<file path="src/vac_defs.svh">
// Constants for the attribute controller: ports, indices, fields, timing.
// Assumes 16-bit legacy I/O addresses and byte-wide data.
`ifndef VAC_DEFS_SVH
`define VAC_DEFS_SVH

// Host I/O ports
`define VAC_PORT_INDEX 16'h03C0
`define VAC_PORT_DATA_RD 16'h03C1
`define VAC_PORT_STAT_MONO 16'h03BA
`define VAC_PORT_STAT_COLOR 16'h03DA

// Register indices
`define VAC_IDX_PAL_LAST 5'h0F
`define VAC_IDX_MODE 5'h10
`define VAC_IDX_BORDER 5'h11
`define VAC_IDX_PLANE 5'h12
`define VAC_IDX_PAN 5'h13
`define VAC_IDX_CSEL 5'h14

// Index register fields
`define VAC_INDEX_VIDEO_EN 5

// Mode control fields
`define VAC_MODE_P54_SEL 7
`define VAC_MODE_PIX8 6
`define VAC_MODE_PAN_TOP 5
`define VAC_MODE_BLINK 3
`define VAC_MODE_LINE_GFX 2
`define VAC_MODE_MONO 1
`define VAC_MODE_GRAPHICS 0
`define VAC_MODE_WR_MASK 8'hEF

// Line graphics character range
`define VAC_LINE_GFX_LO 8'hB0
`define VAC_LINE_GFX_HI 8'hDF

// Status mux encodings
`define VAC_SMUX_P20 2'h0
`define VAC_SMUX_P54 2'h1
`define VAC_SMUX_P31 2'h2
`define VAC_SMUX_P76 2'h3

// Reset values
`define VAC_RESET_BYTE 8'h00

// Blink timing: vertical syncs per blink half-period
`define VAC_BLINK_FRAMES 5'h10

`endif

</file>
<file path="src/vac_pkg.sv">
// Types shared by the attribute controller modules.
// Assumes vac_defs.svh supplies the numeric constants.
package vac_pkg;

  // Index/data flip-flop of the shared write port
  typedef enum logic {
    VAC_FF_INDEX = 1'b0,
    VAC_FF_DATA = 1'b1
  } vac_ff_t;

  // Nibble pairing phase for the 8-bit pixel mode
  typedef enum logic {
    VAC_PAIR_HI = 1'b0,
    VAC_PAIR_LO = 1'b1
  } vac_pair_t;

  typedef struct packed {
    vac_ff_t ff;
    logic [5:0] index;
    logic [15:0][5:0] pal;
    logic [7:0] mode;
    logic [7:0] border;
    logic [5:0] plane;
    logic [3:0] pan;
    logic [3:0] csel;
    logic [7:0] rdata;
    logic [7:0] pix_out;
    logic [1:0] status_bits;
    logic [3:0] pan_out;
  } vac_main_t;

  typedef struct packed {
    vac_pair_t phase;
    logic [3:0] hi;
    logic [7:0] byte_out;
  } vac_pair_st_t;

  typedef struct packed {
    logic vsync_d;
    logic [4:0] count;
    logic phase;
  } vac_blink_st_t;

endpackage

</file>
<file path="src/vac_blink_div.sv">
// Blink phase generator: divides vertical sync into a slow square wave.
// Assumes vsync is synchronous to clk and high for at least one cycle.
`timescale 1ns/1ps
`include "vac_defs.svh"

module vac_blink_div
  import vac_pkg::*;
(
  input wire logic clk,
  input wire logic rst,
  input wire logic vsync,
  output logic blink_phase
);

  vac_blink_st_t s;
  vac_blink_st_t next_s;

  // Count rising edges of vsync; toggle the phase each half-period
  always_comb
  begin
    next_s = s;
    next_s.vsync_d = vsync;
    if (vsync && !s.vsync_d)
    begin
      if (s.count == `VAC_BLINK_FRAMES - 5'h01)
      begin
        next_s.count = 5'h00;
        next_s.phase = !s.phase;
      end
      else
      begin
        next_s.count = s.count + 5'h01;
      end
    end
  end

  always_ff @(posedge clk)
  begin
    if (rst)
      s <= '0;
    else
      s <= next_s;
  end

  assign blink_phase = s.phase;

endmodule

</file>
<file path="src/vac_pixel_pair.sv">
// Pairs two 4-bit pixel values into one 8-bit index for 256-colour modes.
// Assumes one nibble per valid dot; the first nibble of a pair is the high one.
`timescale 1ns/1ps
`include "vac_defs.svh"

module vac_pixel_pair
  import vac_pkg::*;
(
  input wire logic clk,
  input wire logic rst,
  input wire logic enable,
  input wire logic [3:0] nibble,
  output logic [7:0] pair_byte
);

  vac_pair_st_t s;
  vac_pair_st_t next_s;

  // The byte updates every other dot and holds in between
  always_comb
  begin
    next_s = s;
    if (!enable)
    begin
      next_s.phase = VAC_PAIR_HI; // Realign at the start of each active run
    end
    else
    begin
      unique case (s.phase)
        VAC_PAIR_HI:
        begin
          next_s.hi = nibble;
          next_s.phase = VAC_PAIR_LO;
        end
        VAC_PAIR_LO:
        begin
          next_s.byte_out = {s.hi, nibble};
          next_s.phase = VAC_PAIR_HI;
        end
      endcase
    end
  end

  always_ff @(posedge clk)
  begin
    if (rst)
      s <= '0;
    else
      s <= next_s;
  end

  assign pair_byte = s.byte_out;

endmodule

</file>
<file path="src/vga_attribute_controller.sv">
// Attribute controller: host register bank behind the legacy I/O ports,
// and the per-dot attribute-to-palette-index translation.
// Assumes clk is the dot clock, host strobes last one cycle, and the
// sequencer supplies glyph, attribute and plane data aligned per dot.
// The input status register lives elsewhere; only its read address is
// decoded here, to return the flip-flop to its index state.
// Back-to-back host accesses are allowed on every cycle.
//
// Behaviour
// - Shared write port alternates index then data
// - Input status read forces index-write state
// - Data port read leaves flip-flop unchanged
// - Index bits 4:0 select target register
// - Index bit 5 clear blanks pixels, opens palette
// - Palette gives P5..P0; colour select P7:P6
// - Mode bit 7 takes P5:P4 from colour select
// - Mode bit 6 pairs nibbles, bypassing palette
// - Mode bit 5 limits panning to upper region
// - Mode bit 3 picks blink or background intensity
// - Ninth dot copies eighth for line graphics
// - Mode bit 1 selects monochrome attribute decoding
// - Mode bit 0 selects text or graphics
// - Border shows overscan colour index
// - Status mux routes P2/P0, P5/P4, P3/P1, P7/P6
`timescale 1ns/1ps
`include "vac_defs.svh"

module vga_attribute_controller
  import vac_pkg::*;
(
  // Dot clock and synchronous reset
  input wire logic clk,
  input wire logic rst,
  // Host I/O strobes, one cycle per access
  input wire logic [15:0] io_addr,
  input wire logic io_wr,
  input wire logic io_rd,
  input wire logic [7:0] io_wdata,
  output logic [7:0] io_rdata,
  // Emulation choice; moves the status port between mono and colour
  input wire logic msr_color_emul,
  // Per-dot video timing and cell data from the sequencer
  input wire logic dot_active,
  input wire logic dot_border,
  input wire logic lower_region,
  input wire logic vsync,
  input wire logic glyph_bit,
  input wire logic ninth_col,
  input wire logic [7:0] char_code,
  input wire logic [7:0] attr_byte,
  input wire logic [3:0] plane_pix,
  // Per-dot results, all registered
  output logic [7:0] pixel_index,
  output logic [1:0] status_mux_bits,
  output logic [3:0] pan_shift,
  output logic graphics_mode,
  output logic attr_data_phase
);

  // Whole register bank and pixel stage in one state word
  vac_main_t s;
  vac_main_t next_s;
  // Square wave from the vsync divider; high while blinking items are off
  logic blink_phase;
  // Assembled byte of the 256-colour mode, already registered
  logic [7:0] pair_byte;
  logic [3:0] gfx_nibble;
  logic pair_enable;

  // Graphics nibble after plane masking, shared with the pairing stage
  assign gfx_nibble = plane_pix & s.plane[3:0];
  assign pair_enable = dot_active && s.mode[`VAC_MODE_PIX8];

  // Slow blink phase; only the pixel path reads it
  vac_blink_div u_blink
  (
    .clk(clk),
    .rst(rst),
    .vsync(vsync),
    .blink_phase(blink_phase)
  );

  // Pairing runs only on active dots of the 256-colour mode, so that
  // every active run starts again on a high nibble
  vac_pixel_pair u_pair
  (
    .clk(clk),
    .rst(rst),
    .enable(pair_enable),
    .nibble(gfx_nibble),
    .pair_byte(pair_byte)
  );

  // Read view of the indexed register; unmapped indices read as zero
  function automatic logic [7:0] reg_read(input vac_main_t st);
    logic [4:0] idx;
    logic [7:0] val;
    idx = st.index[4:0];
    val = 8'h00;
    if (idx <= `VAC_IDX_PAL_LAST)
    begin
      // Palette hidden from the host while video is enabled
      if (!st.index[`VAC_INDEX_VIDEO_EN])
        val = {2'b00, st.pal[idx[3:0]]};
    end
    // Reserved bits are never stored, so they read back as zero
    else if (idx == `VAC_IDX_MODE)
      val = st.mode;
    else if (idx == `VAC_IDX_BORDER)
      val = st.border;
    else if (idx == `VAC_IDX_PLANE)
      val = {2'b00, st.plane};
    else if (idx == `VAC_IDX_PAN)
      val = {4'h0, st.pan};
    else if (idx == `VAC_IDX_CSEL)
      val = {4'h0, st.csel};
    // Indices 15h to 1Fh fall through and read as zero
    return val;
  endfunction

  // Two selected palette bits for the status register
  function automatic logic [1:0] status_pick(input logic [1:0] sel, input logic [7:0] p);
    logic [1:0] r;
    // Encoding 11 completes the four-way choice with the top two bits
    r = 2'b00;
    unique case (sel)
      `VAC_SMUX_P20: r = {p[2], p[0]};
      `VAC_SMUX_P54: r = {p[5], p[4]};
      `VAC_SMUX_P31: r = {p[3], p[1]};
      `VAC_SMUX_P76: r = {p[7], p[6]};
    endcase
    return r;
  endfunction

  // Host port and pixel path in one next-state block
  always_comb
  begin
    logic [3:0] nib;
    logic [3:0] fg;
    logic [3:0] bg;
    logic [5:0] entry;
    logic [7:0] ci;
    logic on;
    logic line_gfx;
    logic blink_en;
    logic [15:0] stat_port;
    nib = 4'h0;
    fg = 4'h0;
    bg = 4'h0;
    entry = 6'h00;
    ci = 8'h00;
    on = 1'b0;
    line_gfx = 1'b0;
    blink_en = s.mode[`VAC_MODE_BLINK];
    // Status port address as chosen by the emulation input
    stat_port = msr_color_emul ? `VAC_PORT_STAT_COLOR : `VAC_PORT_STAT_MONO;
    next_s = s;

    // Writes to other addresses are ignored. A data write to a reserved
    // index still uses up the data phase, which keeps host software in
    // step with the flip-flop whatever it writes.
    // Shared port: index on one write, data on the next
    if (io_wr && io_addr == `VAC_PORT_INDEX)
    begin
      unique case (s.ff)
        VAC_FF_INDEX:
        begin
          // Bit 5 rides along with the index and gates the palette
          next_s.index = io_wdata[5:0];
          next_s.ff = VAC_FF_DATA;
        end
        VAC_FF_DATA:
        begin
          next_s.ff = VAC_FF_INDEX;
          // Palette writes are dropped while video owns the palette
          if (s.index[4:0] <= `VAC_IDX_PAL_LAST)
          begin
            if (!s.index[`VAC_INDEX_VIDEO_EN])
              next_s.pal[s.index[3:0]] = io_wdata[5:0];
          end
          // Reserved mode bit 4 is masked so that it always reads zero
          else if (s.index[4:0] == `VAC_IDX_MODE)
            next_s.mode = io_wdata & `VAC_MODE_WR_MASK;
          else if (s.index[4:0] == `VAC_IDX_BORDER)
            next_s.border = io_wdata;
          // Narrow registers keep only their defined bits
          else if (s.index[4:0] == `VAC_IDX_PLANE)
            next_s.plane = io_wdata[5:0];
          else if (s.index[4:0] == `VAC_IDX_PAN)
            next_s.pan = io_wdata[3:0];
          else if (s.index[4:0] == `VAC_IDX_CSEL)
            next_s.csel = io_wdata[3:0];
          // Indices 15h to 1Fh fall through and store nothing
        end
      endcase
    end

    // Reads: data port leaves the flip-flop alone; status read resets it
    if (io_rd)
    begin
      // The shared port also reads back the index, reserved bits as zero
      if (io_addr == `VAC_PORT_INDEX)
        next_s.rdata = {2'b00, s.index};
      else if (io_addr == `VAC_PORT_DATA_RD)
        next_s.rdata = reg_read(s);
      // Any other address reads as zero
      else
        next_s.rdata = `VAC_RESET_BYTE;
      // Applied last so a status read wins over a same-cycle write
      if (io_addr == stat_port)
        next_s.ff = VAC_FF_INDEX;
    end

    // Text attribute decode
    // The ninth column repeats the eighth dot only for line-drawing codes;
    // other cells show background there, so glyphs keep a gap between them
    line_gfx = s.mode[`VAC_MODE_LINE_GFX] &&
      char_code >= `VAC_LINE_GFX_LO && char_code <= `VAC_LINE_GFX_HI;
    on = ninth_col ? (line_gfx && glyph_bit) : glyph_bit;
    if (s.mode[`VAC_MODE_MONO])
    begin
      // Monochrome: on/off foreground, background lit only when its field is 7, whatever the foreground
      fg = {attr_byte[3], (attr_byte[2:0] != 3'h0) ? 3'h7 : 3'h0};
      bg = {blink_en ? 1'b0 : attr_byte[7],
        (attr_byte[6:4] == 3'h7) ? 3'h7 : 3'h0};
    end
    else
    begin
      // Colour: attribute nibbles map straight to palette entries
      fg = attr_byte[3:0];
      bg = {blink_en ? 1'b0 : attr_byte[7], attr_byte[6:4]};
    end
    // Blinking text only hides the foreground; background keeps showing
    if (blink_en && attr_byte[7] && blink_phase)
      on = 1'b0;

    // Text or graphics source nibble
    // Plane enables mask both paths, so a disabled plane reads as zero
    if (s.mode[`VAC_MODE_GRAPHICS])
    begin
      nib = gfx_nibble;
      // Graphics blink drops the intensity bit during the off phase
      if (blink_en && blink_phase)
        nib[3] = 1'b0;
    end
    else
    begin
      nib = (on ? fg : bg) & s.plane[3:0];
    end

    // Palette translation and colour select bits
    // Later overrides win: colour select, then pairing, then video off
    entry = s.pal[nib];
    ci = {s.csel[3:2], entry};
    if (s.mode[`VAC_MODE_P54_SEL])
      ci[5:4] = s.csel[1:0];
    if (s.mode[`VAC_MODE_PIX8])
      ci = pair_byte;
    // Video off forces index zero while timing and border carry on
    if (!s.index[`VAC_INDEX_VIDEO_EN])
      ci = 8'h00;

    // Active pixel overrides border, and border overrides blanking
    // Active dots win over border dots; outside both the index is zero
    if (dot_active)
      next_s.pix_out = ci;
    else if (dot_border)
      next_s.pix_out = s.border;
    else
      next_s.pix_out = 8'h00;


    // Status bits follow the active-path index, before the border override
    next_s.status_bits = status_pick(s.plane[5:4], ci);
    // Lower split region is left unshifted when the top-only bit is set
    next_s.pan_out = (s.mode[`VAC_MODE_PAN_TOP] && lower_region) ? 4'h0 : s.pan;
  end

  // Reset clears everything, leaving the flip-flop in index state
  // A zero palette shows black until the host loads it
  always_ff @(posedge clk)
  begin
    if (rst)
      s <= '0;
    else
      s <= next_s;
  end

  // Outputs straight from the state register
  // No logic sits between these flops and the pins
  assign io_rdata = s.rdata;
  assign pixel_index = s.pix_out;
  assign status_mux_bits = s.status_bits;
  assign pan_shift = s.pan_out;
  assign graphics_mode = s.mode[`VAC_MODE_GRAPHICS];
  assign attr_data_phase = s.ff;

endmodule

</file>
<file path="config.mk">
export PLATFORM = sky130hd
export DESIGN_NAME = vga_attribute_controller
export DESIGN_NICKNAME = d
export VERILOG_FILES = /design/src/vac_pkg.sv /design/src/vac_blink_div.sv /design/src/vac_pixel_pair.sv /design/src/vga_attribute_controller.sv
export VERILOG_INCLUDE_DIRS = /design/src
export SDC_FILE = /design/constraint.sdc
export NUM_CORES = 1
export LEC_CHECK = 0
export BUFFER_PORTS_ARGS = -buffer_cell sky130_fd_sc_hd__buf_2
export CAP_MARGIN = 20
export CORE_ASPECT_RATIO = 0.9
export CORE_MARGIN = 4
export CORE_UTILIZATION = 35
export CTS_CLUSTER_SIZE = 25
export DETAILED_ROUTE_END_ITERATION = 10
export HOLD_SLACK_MARGIN = 0.15
export PLACE_DENSITY = 0.58
export SLEW_MARGIN = 0
export SYNTH_ARGS = -nofsm -noshare
export SYNTH_HDL_FRONTEND = slang
export SYNTH_SLANG_ARGS = --single-unit
</file>
<file path="constraint.sdc">
create_clock -name clk -period 3.45 [get_ports clk]
set_input_delay 0.5175 -clock clk [delete_from_list [all_inputs] [get_ports clk]]
set_output_delay 0.5175 -clock clk [all_outputs]
set_load 0.01 [all_outputs]
</file>
==> impl_results.md, run 1 <==
* Post-route ant nets at 0
* Post-route design area at 0.0107 mm^2
* LEAKAGE at 0.00381 uW
* Vias in the first global route at 7730
* Synthesized area at 0.00920 mm^2
* CTS max path bufs at 2
* Largest stage delay, worst path at 0.48 ns
* DRT Pass-1 Iters at 5
* Power Total at 4210 uW
* Post-synthesis sequential area ratio at 37.9%
* Max-cap violations at 0
* Nature of the critical path endpoint: register
* Synth Instances at 1043
* Crit Path Class: register to register
* Hold_buf cts at 0
* Relative slew margins at 31.5%
* Root Buffer: clkbuf_16
* Antenna Cells at 0
* Syn avg cell area at 8.82 um^2
* Clock latency on the worst-skew pair at 0.44 ns
* Slowest-stage cell, CP: a2111oi_0
* CTS tree: done
* Routed WL at 29.6 mm
* Worst Path Max Fanout at 14
* Worst IR Drop VDD at 0.290 mV
* FILL cells at 2599
* Synthesis Warnings at 0
* Final GP Congestion at 0.907
* Iter 0 DRT Violations at 796
* Startpoint Class: register
* Unrepaired setup endpoints after global routing: false
* # Post-CTS Setup Buffers at 0
* Top-Level Pins at 79
* Final hold vios at 0
* Die area at 0.0289 mm^2
* Area of the core at 0.0260 mm^2
* Via count at 8217
* Number of synthesized flops with an enable pin at 0
* Final setup vio count at 0
* Overflow after GRT at 0
* Synth unique cells at 69
* Initial antenna violation count at 0
* Syn Nets at 1101
* Final Cycle Share at 92.8%
* Crit-path cells: and3_1 -> o31ai_1 -> nor3_1 -> nor2_4 -> nand2_1 -> and3_1 -> a2111oi_0 -> buf_4 -> o31ai_1 -> a211oi_1
* Arrival time of the worst setup path at 3.54 ns
* Chip Width at 179 um
* Num CTS Buffers at 17
* DP Area at 0.0101 mm^2
* Number of synthesized register bits at 174
* DRC Markers at 0
* Fin crit period at 3.20 ns
* Clock Sinks at 174
* Async S/R FF share, synth at 0%
* Largest net degree at the start of global routing at 61
* Dpl hpwl at 21.2 mm
* All-Layer GR Usage at 20.5%
* Main flop type after synthesis: dfxtp_1
* Area growth syn-to-layout at 16.4%
* Initial core utilization at 35.4%
* Layout cells sized above 1 at 21.8%
* Worst-Margin Slew at 1.00 ns
* Hold Crit Class: input port to register
* Buffers on Ports at 74
* # rows at 56
* Number of slew-limit violations in the final report at 0
* Status: finished, final reports clean
* Drt via density at 5.61
* Req. time, crit path at 3.79 ns
* Cell Pwr Density at 394 mW/mm^2
* TNS Setup at 0 ns
* Worst-path clk slew at 0.07 ns
* Setup Skew at 0.0133 ns
* Util after Layout at 41.2%
* Fmax at 312 MHz
* DR WL/cell at 20.2 um
* Final net count at 1161
* First-pass GRT wire length at 45.7 mm
* Resize count post-CTS at 0
* H-tree Lvls at 4
* Die Y at 162 um
worst paths after layout:
path	startpoint	to	slack (ns)	cells past startpoint
hold reg to reg	u_pair.pair_byte[0]$_SDFFE_PP0P_	u_pair.pair_byte[0]$_SDFFE_PP0P_	0.45	2
setup reg to reg	u_blink.blink_phase$_SDFFE_PP0P_	status_mux_bits[1]$_SDFF_PP0_	0.25	10
setup / recovery	u_blink.blink_phase$_SDFFE_PP0P_	status_mux_bits[1]$_SDFF_PP0_	0.25	10
hold / removal	vsync	u_blink.s[6]$_SDFF_PP0_	0.32	2
metrics by stage:
stage	setup slack [ns]	hold WS, ns	instances
after CTS	0.293	0.314	1464
after detailed placement	0.0345	0.442	1432
after floorplan	0.474	0.431	1043
after global placement	0.0195	0.436	1432
after global routing	0.0344	0.343	1464
final	0.248	0.319	1464
layer usage:
metal  vias to the layer above  wire length (um)  part of all wire (%)  global-route usage, %
met4                         0               602                   2.0                   5.51
met3                        37              2960                    10                   5.54
met5                         -                 0                     0                      0
li1                       3850                 -                     -                      -
met2                       389             12400                    42                   29.2
met1                      3941             13600                    46                   30.5
synth_stat cells (all sizes together) (7+ instances only):
cell,instances,share of area (%)
a21oi,87,4.7
and3,8,0.54
inv,11,0.45
nor2b,11,0.75
mux2,9,1.1
dfxtp,174,38
clkbuf,58,2.4
nor3,12,1.0
o21ai,38,2.1
and2,9,0.61
nand4,8,0.54
mux2i,102,11
nand2b,7,0.48
buf,42,2.9
a211oi,8,0.65
nor2,148,6.4
nand3,65,3.8
mux4,36,8.8
nand2,117,4.9
layout make-up:
cell class | instances | area, um^2 | share of cell area, %
well taps | 348 | 435 | 4.07
flip-flops and latches | 174 | 3490 | 32.6
multi-input cells | 758 | 5190 | 48.5
clock inverters | 14 | 179 | 1.67
repair buffers | 141 | 938 | 8.77
inverters | 11 | 41.3 | 0.386
clock buffers | 18 | 429 | 4.01
placed cells by master (no fill, tap or decap), types with 8 or more instances in the layout:
master and n:
nand4_1 8, mux2i_1 102, and3_1 8, a211oi_1 8, buf_4 63, nor2_1 139
a21oi_1 87, inv_1 11, buf_2 73, mux4_2 36, nor2b_1 11, o21ai_0 38
mux2_2 9, nand2_1 116, clkbuf_16 17, dfxtp_1 172, and2_1 9, nand3_1 63
nor3_1 9
where the power goes:
group	leakage [uW]	total [uW]	internal (uW)	switching [uW]
clock	0.000294	2040	1160	889
sequential	0.00140	2010	2010	2.67
combinational	0.00211	154	43.5	110
worst max-delay path: cells and delay by family, from the launching register on:
kind | cells | cell delay [ns]
AND/OR/NAND/NOR | 5 | 1.22
buffers and inverters | 1 | 0.22
flip-flops | 1 | 0.34
AO/OA/AOI/OAI | 4 | 1.30
cell families after synthesis:
logic type	after synthesis	share of synthesized area (%)
muxes	147	21.0
xor gates and xnor gates	2	0.191
adders and majority gates	3	0.408
AOI/OAI and AO/OA	198	13.7
buffers and inverters	111	5.67
DFF	174	37.9
and+or+nand+nor	408	21.1
(Power assumes the default switching activity.)
==> run 2, diff against run 1 <==
Settings changed: PLACE_DENSITY 0.58 to 0.52.
==> impl_results.md, run 2 (synthesis results as in run 1) <==
* Post-route ant nets at 0 (unchanged)
* Area growth syn-to-layout at 16.5%
* Via count at 8202 (-0.18%)
* TNS Setup at 0 ns (unchanged)
* Worst IR Drop VDD at 0.255 mV (-12%)
* Die Y at 162 um (unchanged)
* Most common cell after layout, fill and taps aside: dfxtp_1
* R2R setup slack at 0.31 ns (+0.07 ns)
* Final net count at 1161 (unchanged)
* Initial core utilization at 35.4% (unchanged)
* # rows at 56 (unchanged)
* Worst Path Max Fanout at 10 (-4)
* H-tree Lvls at 4 (unchanged)
* Largest net degree at the start of global routing at 65 (+6.6%)
* CTS max path bufs at 2 (unchanged)
* Grt met1 use at 33.1% (+2.6 points)
* Met2 Use GR at 29.6% (+0.34 points)
* Root Buffer: clkbuf_16
* Initial antenna violation count at 0 (unchanged)
* Fin crit period at 3.14 ns (-0.0652 ns)
* Worst-Margin Slew at 0.872 ns (-0.131 ns)
* Relative slew margins at 41.8% (+10 points)
* Final setup vio count at 0 (unchanged)
* DR WL/cell at 20.7 um (+2.4%)
* Seq pwr share at 47.5% (-0.3 points)
* Routed WL at 30.3 mm (+2.4%)
* Number of slew-limit violations in the final report at 0 (unchanged)
* Crit Path Class: register to register
* Max-cap violations at 0 (unchanged)
* Overflow after GRT at 0 (unchanged)
* Nature of the critical path endpoint: register
* First-pass GRT wire length at 46.8 mm (+2.4%)
* Sw Ratio at 25.3% (+1.5 points)
* Met3 Use GR at 3.61% (-1.9 points)
* Final Cycle Share at 90.9% (-1.9 points)
* CTS tree: done
* DRC Markers at 0 (unchanged)
* Layout cells sized above 1 at 21.9% (+0.090 points)
* Final hold vios at 0 (unchanged)
* Startpoint Class: register
* All-Layer GR Usage at 21.0% (+0.54 points)
* Vias in the first global route at 7552 (-2.3%)
* Drt via density at 5.60 (-0.18%)
* Top-Level Pins at 79 (unchanged)
* Unrepaired setup endpoints after global routing: false
* Net Sw Power at 1070 uW (+7.0%)
* Chip Width at 179 um (unchanged)
* Worst-path clk slew at 0.08 ns (about the same)
* Setup Skew at 0.0156 ns (+0.00236 ns)
* Hold_buf cts at 0 (unchanged)
* Global route hottest layer: met1
* Arrival time of the worst setup path at 3.45 ns (-0.09 ns)
* Combinational power share at 3.7% (about the same)
* Final GP Congestion at 0.904 (-0.34%)
* DRT Pass-1 Iters at 7 (+2)
* Dpl hpwl at 21.8 mm (+3.2%)
* Antenna Cells at 0 (unchanged)
* Fmax at 319 MHz (+2.1%)
* Status: finished, final reports clean
* Clock power share at 48.8% (+0.3 points)
* Req. time, crit path at 3.76 ns (-0.03 ns)
* Num CTS Buffers at 17 (unchanged)
* Die area at 0.0289 mm^2 (unchanged)
* Area of the core at 0.0260 mm^2 (unchanged)
* Cell count after placement at 1432 (unchanged)
* Hold Crit Class: input port to register
* # Post-CTS Setup Buffers at 0 (unchanged)
* Iter 0 DRT Violations at 915 (+15%)
* Clock latency on the worst-skew pair at 0.45 ns (about the same)
* Buffers on Ports at 74 (unchanged)
* Cell Pwr Density at 396 mW/mm^2 (+0.45%)
* Pint at 3160 uW (-1.4%)
* Post-Layout Cell Count at 1464 (unchanged)
* LEAKAGE at 0.00382 uW (+0.26%)
* Most frequent cells in the layout: dfxtp_1, nor2_1, nand2_1, mux2i_1, a21oi_1
* Clock Sinks at 174 (unchanged)
## run 2: what timing repair did
item / 4_1_cts / 5_1_grt
resized for setup: 0 / 2
hold endpoints to repair: 0 / 0
setup endpoints to repair: 0 / 2
## run 2: path summary, 6_finish.rpt
check,startpoint,to,cells past startpoint
setup / recovery,graphics_mode$_SDFFE_PP0P_,status_mux_bits[1]$_SDFF_PP0_,10
hold / removal,vsync,u_blink.s[6]$_SDFF_PP0_,2
hold reg to reg,u_pair.pair_byte[0]$_SDFFE_PP0P_,u_pair.pair_byte[0]$_SDFFE_PP0P_,2
setup reg to reg,graphics_mode$_SDFFE_PP0P_,status_mux_bits[1]$_SDFF_PP0_,10
## run 2: routing by layer
metal / part of all wire (%) / up-vias
li1: - / 3856
met1: 48 / 3981
met2: 42 / 334
met3: 7.8 / 31
met4: 1.6 / 0
met5: 0 / -
## run 2: critical path, cell delays in order (launching register included)
cell	delay, ns
dfxtp_1	0.44
inv_1	0.23
o31ai_1	0.17
or3_1	0.44
nand2_4	0.24
mux2_2	0.37
o311ai_0	0.44
buf_4	0.19
o21ai_0	0.13
o41ai_1	0.27
a211oi_1	0.07
## run 2: power groups by stage
stage                     clock, uW  sequential, uW  combinational [uW]
after global placement            0            2060                 155
after floorplan                   0            2060                78.9
final                          2070            2010                 155
after detailed placement          0            2060                 155
after CTS                      2100            2010                 156
after global routing           2180            2010                 168
## run 2: final cells by class
type	count	area, um^2
Tap cell	348	435
Fill cell	2635	15300
Clock inverter	15	194
Inverter	11	41.3
Multi-Input combinational cell	758	5190
Timing Repair Buffer	141	938
Clock buffer	17	425
Sequential cell	174	3490
## run 2: stage by stage
stage | utilization (%) | hold WS [ns] | setup WS [ns] | power [uW] | instance area [um^2]
5_1_grt | 41.2 | 0.329 | 0.0656 | 4370 | 10700
3_3_place_gp | 38.8 | 0.441 | 0.0804 | 2220 | 10100
2_1_floorplan | - | 0.431 | 0.474 | 2140 | 9200
4_1_cts | 41.2 | 0.295 | 0.198 | 4270 | 10700
6_report | 41.2 | 0.305 | 0.313 | 4240 | 10700
3_5_place_dp | 38.8 | 0.444 | 0.0357 | 2220 | 10100
